--- src/logic/dcw_consts.svh ---
// register offsets, field positions, reset values and timing figures of the command word decoder
`ifndef DCW_CONSTS_SVH
`define DCW_CONSTS_SVH

`define DCW_ADDR_W        12
`define DCW_OFF_WORD      12'h000
`define DCW_OFF_CTRL      12'h004
`define DCW_OFF_PARAM     12'h008
`define DCW_OFF_STATUS    12'h00C
`define DCW_OFF_TRIPCLR   12'h010

`define DCW_B_ENABLE      0
`define DCW_B_AUTO        7
`define DCW_B_REFSEL      8
`define DCW_B_TRIP        12
`define DCW_B_RESET       13
`define DCW_B_WDOG        14

`define DCW_CTRL_ENABLE   0
`define DCW_CTRL_REGEN    1
`define DCW_PARAM_REFSEL  8
`define DCW_PARAM_RESET   9
`define DCW_CLR_CWTRIP    0
`define DCW_CLR_WDTRIP    1

`define DCW_WORD_RST      16'h0000
`define DCW_PARAM_RST     8'h00

`define DCW_CLK_MHZ       200
`define DCW_WDOG_MS       1000
`define DCW_GRACE_MS      2000

`endif

--- src/logic/dcw_pkg.sv ---
// types shared by the command word decoder
package dcw_pkg;

  typedef struct packed {
    logic jog_rev;
    logic not_stop;
    logic run;
    logic fwd_rev;
    logic run_rev;
    logic jog;
    logic run_fwd;
    logic drive_enable;
  } dcw_seq_t;

  typedef enum logic [1:0] {
    DCW_WD_OFF,
    DCW_WD_RUN,
    DCW_WD_HOLD,
    DCW_WD_GRACE
  } dcw_wd_state_t;

  // word bits 0..6 and 9 mapped onto the sequencing bundle
  function automatic dcw_seq_t dcw_word_seq(input logic [15:0] w,
                                            input logic regen,
                                            input dcw_seq_t fallback);
    dcw_seq_t s;
    s = regen ? fallback : {w[9], w[6:1], 1'b0};
    s.drive_enable = w[0];
    return s;
  endfunction

endpackage

--- src/logic/dcw_top.sv ---
// drive command word decoder with APB register access
//
// Overview of operation
// - command word has no effect unless the enable setting is one, except that bit 12 high always blocks a command word trip clear.
// - bits 0-9 sequencing and reference, 12 trip, 13 reset, 14 watchdog.
// - regen mode ignores word bits 1 to 6, 8 and 9.
// - enable plus auto bit hands bits 0-6 and 9 the sequencing.
// - sequencing parameters keep their values but stop steering while the word rules, save all bits but drive_enable in regen mode.
// - enable or auto bit low returns sequencing to the parameters.
// - enabled word copies bit 8 into the reference select parameter.
// - reference select zero picks analogue ref 1, one picks preset 1.
// - enabled word with bit 12 high raises the command word trip.
// - trip stays set while bit 12 is high; controller drops it first.
// - enabled word resets the drive on each rising edge of bit 13.
// - a word-driven reset leaves the reset parameter untouched.
// - rising bit 14 starts the watchdog or services it when running, except while a comms stall holds it.
// - watchdog unserviced for one second raises the link watchdog trip.
// - trip disables the watchdog; a fresh edge re-enables it after reset.
// - after a comms stall the watchdog gets two more seconds of grace.
// - supply indicator latches at undervoltage trip reset: 0 mains, 1 battery.
// - mains mode saves power-down parameters when the undervoltage trip occurs.
// - battery mode skips the power-down parameter save.
// - battery mode on small frames takes voltages from the auxiliary supply.
`timescale 1ns/1ps
`include "dcw_consts.svh"
module dcw_top #(
  parameter int unsigned WDOG_CYC  = `DCW_WDOG_MS * 1000 * `DCW_CLK_MHZ,
  parameter int unsigned GRACE_CYC = `DCW_GRACE_MS * 1000 * `DCW_CLK_MHZ
) (
  // clock and reset
  input  wire logic                   clk,
  input  wire logic                   rst_n,
  // apb slave
  input  wire logic                   psel,
  input  wire logic                   penable,
  input  wire logic                   pwrite,
  input  wire logic [`DCW_ADDR_W-1:0] paddr,
  input  wire logic [31:0]            pwdata,
  output logic      [31:0]            prdata,
  output logic                        pready,
  output logic                        pslverr,
  // power and link status
  input  wire logic                   uv_trip,
  input  wire logic                   battery_sense,
  input  wire logic                   small_frame,
  input  wire logic                   comms_stalled,
  // drive functions
  output dcw_pkg::dcw_seq_t           seq_out,
  output logic                        ref_preset,
  output logic                        drive_reset,
  output logic                        cw_trip,
  output logic                        wd_trip,
  output logic                        save_pd,
  output logic                        volt_from_aux
);
  import dcw_pkg::*;

  logic [15:0] drive_command_word;
  logic        command_word_enable;
  logic        regen_mode;
  dcw_seq_t    drive_enable_parameter;
  logic        reference_select_parameter;
  logic        reset_parameter;
  logic        supply_mode_indicator;
  logic        uv_prev;

  logic        apb_done;
  logic        wr_en;
  logic        cw_in_ctrl;
  logic [1:0]  rise;
  logic        clr_cw;
  logic        clr_wd;
  logic        wd_running;
  logic        wd_trip_int;
  logic        next_cw_trip;
  dcw_seq_t    next_seq;
  logic [31:0] next_rdata;
  logic        next_err;

  if (WDOG_CYC < 2 || GRACE_CYC < 2) begin : g_chk
    $error("watchdog counts must be at least two cycles");
  end

  // one wait state: pready comes from a flop set in the first access cycle
  assign apb_done = psel & penable & pready;
  assign wr_en    = apb_done & pwrite;

  // auto/manual gates only sequencing, not trip, reset or watchdog
  assign cw_in_ctrl = command_word_enable & drive_command_word[`DCW_B_AUTO];

  dcw_rise #(
    .WIDTH (2)
  ) u_rise (
    .clk    (clk),
    .rst_n  (rst_n),
    .enable (command_word_enable),
    .level  (drive_command_word[`DCW_B_WDOG:`DCW_B_RESET]),
    .rise   (rise)
  );

  assign clr_wd = (wr_en && paddr == `DCW_OFF_TRIPCLR && pwdata[`DCW_CLR_WDTRIP]) || rise[0];
  assign clr_cw = (wr_en && paddr == `DCW_OFF_TRIPCLR && pwdata[`DCW_CLR_CWTRIP]) || rise[0];

  dcw_watchdog #(
    .TIMEOUT_CYC (WDOG_CYC),
    .GRACE_CYC   (GRACE_CYC)
  ) u_wdog (
    .clk           (clk),
    .rst_n         (rst_n),
    .service       (rise[1]),
    .clear_trip    (clr_wd),
    .comms_stalled (comms_stalled),
    .running       (wd_running),
    .trip          (wd_trip_int)
  );

  // bits 10, 11 and 15 are stored and read back but drive nothing
  always_ff @(posedge clk) begin
    if (!rst_n) begin
      drive_command_word <= `DCW_WORD_RST;
    end else if (wr_en && paddr == `DCW_OFF_WORD) begin
      drive_command_word <= pwdata[15:0];
    end
  end

  always_ff @(posedge clk) begin
    if (!rst_n) begin
      command_word_enable <= 1'b0;
      regen_mode          <= 1'b0;
    end else if (wr_en && paddr == `DCW_OFF_CTRL) begin
      command_word_enable <= pwdata[`DCW_CTRL_ENABLE];
      regen_mode          <= pwdata[`DCW_CTRL_REGEN];
    end
  end

  // the word never writes these; they only lose control while it rules
  always_ff @(posedge clk) begin
    if (!rst_n) begin
      drive_enable_parameter <= `DCW_PARAM_RST;
      reset_parameter        <= 1'b0;
    end else if (wr_en && paddr == `DCW_OFF_PARAM) begin
      drive_enable_parameter <= pwdata[7:0];
      reset_parameter        <= pwdata[`DCW_PARAM_RESET];
    end
  end

  // hardware copy overrides a software write in the same cycle
  always_ff @(posedge clk) begin
    if (!rst_n) begin
      reference_select_parameter <= 1'b0;
    end else if (command_word_enable && !regen_mode) begin
      reference_select_parameter <= drive_command_word[`DCW_B_REFSEL];
    end else if (wr_en && paddr == `DCW_OFF_PARAM) begin
      reference_select_parameter <= pwdata[`DCW_PARAM_REFSEL];
    end
  end

  always_comb begin
    next_seq = drive_enable_parameter;
    if (cw_in_ctrl) begin
      next_seq = dcw_word_seq(drive_command_word, regen_mode, drive_enable_parameter);
    end
  end

  always_ff @(posedge clk) begin
    if (!rst_n) begin
      seq_out    <= '0;
      ref_preset <= 1'b0;
    end else begin
      seq_out    <= next_seq;
      ref_preset <= reference_select_parameter;
    end
  end

  // clear refused while bit 12 still high, so the set always wins
  always_comb begin
    next_cw_trip = cw_trip;
    if (clr_cw && !drive_command_word[`DCW_B_TRIP]) begin
      next_cw_trip = 1'b0;
    end
    if (command_word_enable && drive_command_word[`DCW_B_TRIP]) begin
      next_cw_trip = 1'b1;
    end
  end

  always_ff @(posedge clk) begin
    if (!rst_n) begin
      cw_trip     <= 1'b0;
      wd_trip     <= 1'b0;
      drive_reset <= 1'b0;
    end else begin
      cw_trip     <= next_cw_trip;
      wd_trip     <= wd_trip_int;
      drive_reset <= rise[0];
    end
  end

  // indicator is only trusted from the moment the undervoltage trip clears
  always_ff @(posedge clk) begin
    if (!rst_n) begin
      uv_prev               <= 1'b0;
      supply_mode_indicator <= 1'b0;
      save_pd               <= 1'b0;
      volt_from_aux         <= 1'b0;
    end else begin
      uv_prev <= uv_trip;
      if (uv_prev && !uv_trip) begin
        supply_mode_indicator <= battery_sense;
      end
      save_pd       <= uv_trip && !uv_prev && !supply_mode_indicator;
      volt_from_aux <= supply_mode_indicator && small_frame;
    end
  end

  always_comb begin
    next_rdata = 32'h0;
    next_err   = 1'b0;
    case (paddr)
      `DCW_OFF_WORD:    next_rdata = {16'h0000, drive_command_word};
      `DCW_OFF_CTRL:    next_rdata = {30'h0, regen_mode, command_word_enable};
      `DCW_OFF_PARAM:   next_rdata = {22'h0, reset_parameter, reference_select_parameter,
                                      drive_enable_parameter};
      `DCW_OFF_STATUS:  next_rdata = {27'h0, cw_in_ctrl, supply_mode_indicator, wd_running,
                                      wd_trip_int, cw_trip};
      `DCW_OFF_TRIPCLR: next_rdata = 32'h0;
      default:          next_err   = 1'b1;
    endcase
  end

  always_ff @(posedge clk) begin
    if (!rst_n) begin
      pready  <= 1'b0;
      prdata  <= 32'h0;
      pslverr <= 1'b0;
    end else begin
      pready  <= psel & penable & ~pready;
      prdata  <= (psel & penable & ~pready & ~pwrite) ? next_rdata : 32'h0;
      pslverr <= psel & penable & ~pready & next_err;
    end
  end
endmodule

--- src/logic/dcw_rise.sv ---
// rising edge detector on sampled command word bits
`timescale 1ns/1ps
module dcw_rise #(
  parameter int WIDTH = 2
) (
  // clock and reset
  input  wire logic             clk,
  input  wire logic             rst_n,
  // sampled bits
  input  wire logic             enable,
  input  wire logic [WIDTH-1:0] level,
  output logic      [WIDTH-1:0] rise
);
  import dcw_pkg::*;

  logic [WIDTH-1:0] prev;

  if (WIDTH < 1) begin : g_chk
    $error("dcw_rise needs at least one bit");
  end

  // prev tracks even while disabled, so a bit already high at enable gives no edge
  always_ff @(posedge clk) begin
    if (!rst_n) begin
      prev <= '0;
    end else begin
      prev <= level;
    end
  end

  assign rise = enable ? (level & ~prev) : '0;
endmodule

--- src/logic/dcw_watchdog.sv ---
// link watchdog with stall hold and recovery grace period
`timescale 1ns/1ps
module dcw_watchdog #(
  parameter int unsigned TIMEOUT_CYC = 200000000,
  parameter int unsigned GRACE_CYC   = 400000000
) (
  // clock and reset
  input  wire logic clk,
  input  wire logic rst_n,
  // control
  input  wire logic service,
  input  wire logic clear_trip,
  input  wire logic comms_stalled,
  // state
  output logic      running,
  output logic      trip
);
  import dcw_pkg::*;

  dcw_wd_state_t state;
  logic [31:0]   cnt;
  logic          timeout_hit;

  if (TIMEOUT_CYC < 2 || GRACE_CYC < 2) begin : g_chk
    $error("watchdog counts must be at least two cycles");
  end

  assign timeout_hit = (state == DCW_WD_RUN) && !service && !comms_stalled && (cnt == 32'h1);
  assign running     = (state != DCW_WD_OFF);

  always_ff @(posedge clk) begin
    if (!rst_n) begin
      state <= DCW_WD_OFF;
      cnt   <= 32'h0;
    end else begin
      case (state)
        DCW_WD_OFF: begin
          // a tripped watchdog waits for the trip reset before a new edge counts
          if (service && !trip) begin
            state <= DCW_WD_RUN;
            cnt   <= TIMEOUT_CYC;
          end
        end
        DCW_WD_RUN: begin
          if (service) begin
            cnt <= TIMEOUT_CYC;
          end else if (comms_stalled) begin
            state <= DCW_WD_HOLD;
          end else if (cnt == 32'h1) begin
            state <= DCW_WD_OFF;
          end else begin
            cnt <= cnt - 32'h1;
          end
        end
        DCW_WD_HOLD: begin
          if (!comms_stalled) begin
            state <= DCW_WD_GRACE;
            cnt   <= GRACE_CYC;
          end
        end
        DCW_WD_GRACE: begin
          if (service || cnt == 32'h1) begin
            state <= DCW_WD_RUN;
            cnt   <= TIMEOUT_CYC;
          end else if (comms_stalled) begin
            state <= DCW_WD_HOLD;
          end else begin
            cnt <= cnt - 32'h1;
          end
        end
        default: state <= DCW_WD_OFF;
      endcase
    end
  end

  // set wins over a clear in the same cycle
  always_ff @(posedge clk) begin
    if (!rst_n) begin
      trip <= 1'b0;
    end else begin
      trip <= timeout_hit | (trip & ~clear_trip);
    end
  end
endmodule

--- config.mk ---
export PLATFORM = sky130hd
export DESIGN_NAME = dcw_top
export DESIGN_NICKNAME = d
export VERILOG_FILES = /design/src/logic/dcw_pkg.sv /design/src/logic/dcw_top.sv /design/src/logic/dcw_rise.sv /design/src/logic/dcw_watchdog.sv
export VERILOG_INCLUDE_DIRS = /design/src /design/src/logic
export SDC_FILE = /design/constraint.sdc
export NUM_CORES = 1
export LEC_CHECK = 0
export ABC_CLOCK_PERIOD_IN_PS = 3000
export BUFFER_PORTS_ARGS = -buffer_cell sky130_fd_sc_hd__buf_2
export CAP_MARGIN = 20
export CORE_MARGIN = 5
export CORE_UTILIZATION = 54
export CTS_CLUSTER_DIAMETER = 60
export DETAILED_ROUTE_END_ITERATION = 7
export GPL_TIMING_DRIVEN = 0
export PLACE_DENSITY = 0.8
export SKIP_LAST_GASP = 1
export SYNTH_ARGS = -nofsm -noshare
export SYNTH_HDL_FRONTEND = slang
export SYNTH_SLANG_ARGS = --single-unit
--- constraint.sdc ---
create_clock -name clk -period 3 [get_ports clk]
set_clock_uncertainty 0.1 [all_clocks]
set_input_delay 0.15 -clock clk [delete_from_list [all_inputs] [get_ports clk]]
set_output_delay 0.15 -clock clk [all_outputs]
set_load 0.05 [all_outputs]
==> key figures <==
Logic synthesis
  • Sequential-to-total area share from yosys stat: 0.437
  • Synthesized flop and latch total: 99
  • Post-synthesis async set-or-reset flop share: 0
  • Yosys top cell area share: 0.437
  • Cells after synthesis: 530
  • Most frequent cells after synthesis: dfxtp_1, nand2_1, nor2_1, a21oi_1, mux2i_1
  • Post-synth cell types: between 60 and 70
  • Post-synth top area cell: dfxtp_1
  • Yosys warning count: 0
  • Avg Inst Size Synth: 8.55 um^2
  • Most numerous cell in the Yosys netlist: dfxtp_1
  • Largest cells by area after synthesis: dfxtp_1, a21oi_1, mux2i_1
  • Synth Flop Type: dfxtp_1
  • Mapped cell area: around 0.0045 mm^2
  • Number of synthesized flops with an enable pin: 0

Floorplanning
  • Cell Rows: 33
  • Total core area: 0.00818 mm^2
  • DIE AREA: slightly above 0.01 mm^2
  • Die height: a little over 100 um
  • I/O pin count: between 100 and 150
  • Overall die width: 102 um
  • Initial Utilization: 0.554

Setup path
  • Critical path startpoint category: flip-flop
  • Slowest stage delay, CP: ~0.59 ns
  • Type of the worst setup path: flip-flop to flip-flop
  • Worst Setup End Kind: flip-flop
  • Critical Path RT: ~3.2 ns
  • Most used cell along the critical path: or4_4
  • Delay-heaviest family, CP: simple AND/OR/NAND/NOR gates
  • Crit-path slowest cell: or4_4
  • CP cell instances: or4_4 -> or4_4 -> nor4_4 -> a21oi_2 -> buf_2 -> a21oi_1 -> o22ai_1
  • Crit-path max FO: 10
  • CP Data Arrival Time: 3.06 ns
  • Crit path buf inv count: 1

Clocking
  • Clock Sinks: 99
  • CTS tree: built
  • Clock transition at path regs: around 0.11 ns
  • TritonCTS Buffers: 9
  • # H-tree levels: 3
  • Clock Root Buffer: clkbuf_8
  • Clock buffer depth: 2
  • Clock latency on the worst-skew pair: around 0.37 ns

Pwr
  • VDD IR max: slightly below 400 uV
  • Pwr dens: about 430 mW/mm^2
  • P_leak: between 2 and 2.5 nW
  • Switching power: 644 uW
  • Reg power frac: 0.560
  • P_int: around 1.7 mW
  • Clk network pwr share: 0.367
  • Switching share of power: 0.274
  • Combinational Power Share: 0.073

Routing
  • Vias: around 4400
  • Met2 wire len: approximately 6200 um
  • Avg WL per Cell: between 15 and 20 um
  • Metal3 WL: approximately 1100 um
  • Iter 0 DRT Violations: 360
  • Post-route ant nets: 0
  • Initial DRT Pass Iterations: 5
  • Uppermost layer routed: met4
  • Residual DRC count: 0
  • Routed wire length: approximately 13000 um
  • Via density: 5.79
  • Routed metal-1 wire length: approximately 5300 um

Layout
  • Layout cells sized above 1: 0.206
  • Post-route cell area: 0.00550 mm^2
  • Area grow syn2layout: 21.3%
  • Ant. Diodes: 0
  • Cell Count, Final, Fillers Out: ~760
  • Fill cells: 686
  • Post-layout nets: about 700

STA
  • Max Fclk: roughly 340 MHz
  • Worst-Margin Slew: ~0.83 ns
  • Hold slack: 0.170 ns
  • Setup TNS Final: 0 ns
  • Final setup viols: 0
  • Final hold viol count: 0
  • Slew headroom: 0.441
  • Min cycle time layout: around 2.9 ns
  • Final period util: 0.967
  • Unrepaired setup endpoints after global routing: false
  • Final Max Slew Viols: 0

Placement
  • Area after DPL: a little over 0.005 mm^2
  • PortBufs: 67
  • HPWL Detailed: a little under 9000 um
  • # placed instances: just over 700
  • Placer Congestion: 0.961

GRT
  • All-Layer GR Usage: 0.249
  • GRT overflow: 0
  • Vias in the first global route: between 4000 and 5000
  • Initial antenna violation count: 0
  • First-pass GRT wire length: between 20000 and 25000 um
  • Largest net degree at the start of global routing: 21

Run status
  • Status: finished, final reports clean

Job
  • Max-cap violations: 0

Hold path
  • Hold WC Path Type: input pin to flip-flop
-- registers in the layout, summed over array words and instances (netlist names) --
signal and count:
reset_parameter 1, seq_out 8, u_rise.prev 2, u_wdog.trip 1, volt_from_aux 1, reference_select_parameter 1
uv_prev 1, drive_command_word 16, command_word_enable 1, drive_reset 1, u_wdog.state 2, cw_trip 1
prdata 16, pslverr 1, wd_trip 1, pready 1, drive_enable_parameter 8, ref_preset 1
supply_mode_indicator 1, u_wdog.cnt 32, save_pd 1, regen_mode 1
-- per-layer routing --
metal,global-route usage,vias up
li1,-,2094
met1,0.318,2048
met2,0.416,224
met3,0.0613,19
met4,0.0757,0
met5,0,-
-- worst reg2reg max path, cell delays in order, from the launching register on --
cell and delay, ns:
dfxtp_1 0.38, or4_4 0.59, or4_4 0.48, nor4_4 0.40
a21oi_2 0.24, buf_2 0.27, a21oi_1 0.22, o22ai_1 0.11
-- power by group through the flow --
stage | combinational, mW | sequential (mW) | clock, mW
floorplan | 0.0925 | 1.36 | 0
global placement | 0.144 | 1.35 | 0
detailed placement | 0.145 | 1.35 | 0
CTS | 0.167 | 1.32 | 0.871
global route | 0.182 | 1.32 | 0.941
finish | 0.171 | 1.32 | 0.864
-- cell families after synthesis --
family | after synthesis | synth area share
AO/OA/AOI/OAI | 120 | 0.172
adder cells (fa/ha/maj) | 2 | 0.00552
buffers and inverters | 58 | 0.0674
flip-flops | 99 | 0.437
multiplexers | 29 | 0.0699
other | 1 | 0.000828
AND/OR/NAND/NOR | 221 | 0.247
-- cell type report --
| class | instances | area, um^2 | share of cell area |
|---|---|---|---|
| plain buffers | 46 | 260 | 0.0473 |
| clock buffers | 9 | 124 | 0.0225 |
| clock inverters | 7 | 72.6 | 0.0132 |
| inverters | 12 | 45.0 | 0.00819 |
| multi-input cells | 388 | 2310 | 0.420 |
| flip-flops and latches | 99 | 1980 | 0.361 |
| well taps | 105 | 131 | 0.0239 |
| repair buffers | 91 | 573 | 0.104 |
-- final timing paths --
check / from / depth (start not counted) / end / slack (ns)
min: paddr[2] / 4 / prdata[4]$_SDFF_PN0_ / 0.17
max reg2reg: u_wdog.cnt[20]$_SDFFE_PN0P_ / 7 / u_wdog.cnt[26]$_SDFFE_PN0P_ / 0.10
max: u_wdog.cnt[20]$_SDFFE_PN0P_ / 7 / u_wdog.cnt[26]$_SDFFE_PN0P_ / 0.10
min reg2reg: uv_prev$_SDFF_PN0_ / 1 / save_pd$_SDFF_PN0_ / 0.31
-- metrics by stage --
stage / setup slack [ns] / power [mW] / util
final: 0.100 / 2.35 / 0.672
after global routing: 0.00805 / 2.44 / 0.672
after CTS: 0.0883 / 2.36 / 0.670
after detailed placement: 0.117 / 1.49 / 0.618
after global placement: 0.113 / 1.49 / 0.618
after floorplan: 0.436 / 1.45 / -
-- timing repair --
action	CTS	global route
resized for setup	0	1
endpoints found under the hold margin	33	0
buffers inserted	0	1
hold buffers	23	0
endpoints found under the setup margin	0	17
-- layout by cell type, fill, tap and decap left out, types with 4 or more instances in the layout --
cell type,n
clkbuf_1,19
or4_1,4
nand2b_1,5
nor4_1,8
nand2_1,63
o21ai_0,10
o22ai_1,4
dlygate4sd3_1,23
inv_1,11
dfxtp_1,99
nand3_1,12
a211oi_1,6
o32ai_1,4
a211o_1,5
nor3_1,12
buf_2,73
a31oi_1,10
o221a_2,5
buf_4,17
nand4_1,6
nor2_1,62
clkbuf_8,9
a21oi_1,56
and2_1,11
mux2i_1,26
conb_1,16
or3_1,9
Note: power is estimated with default switching activity, not from simulation.
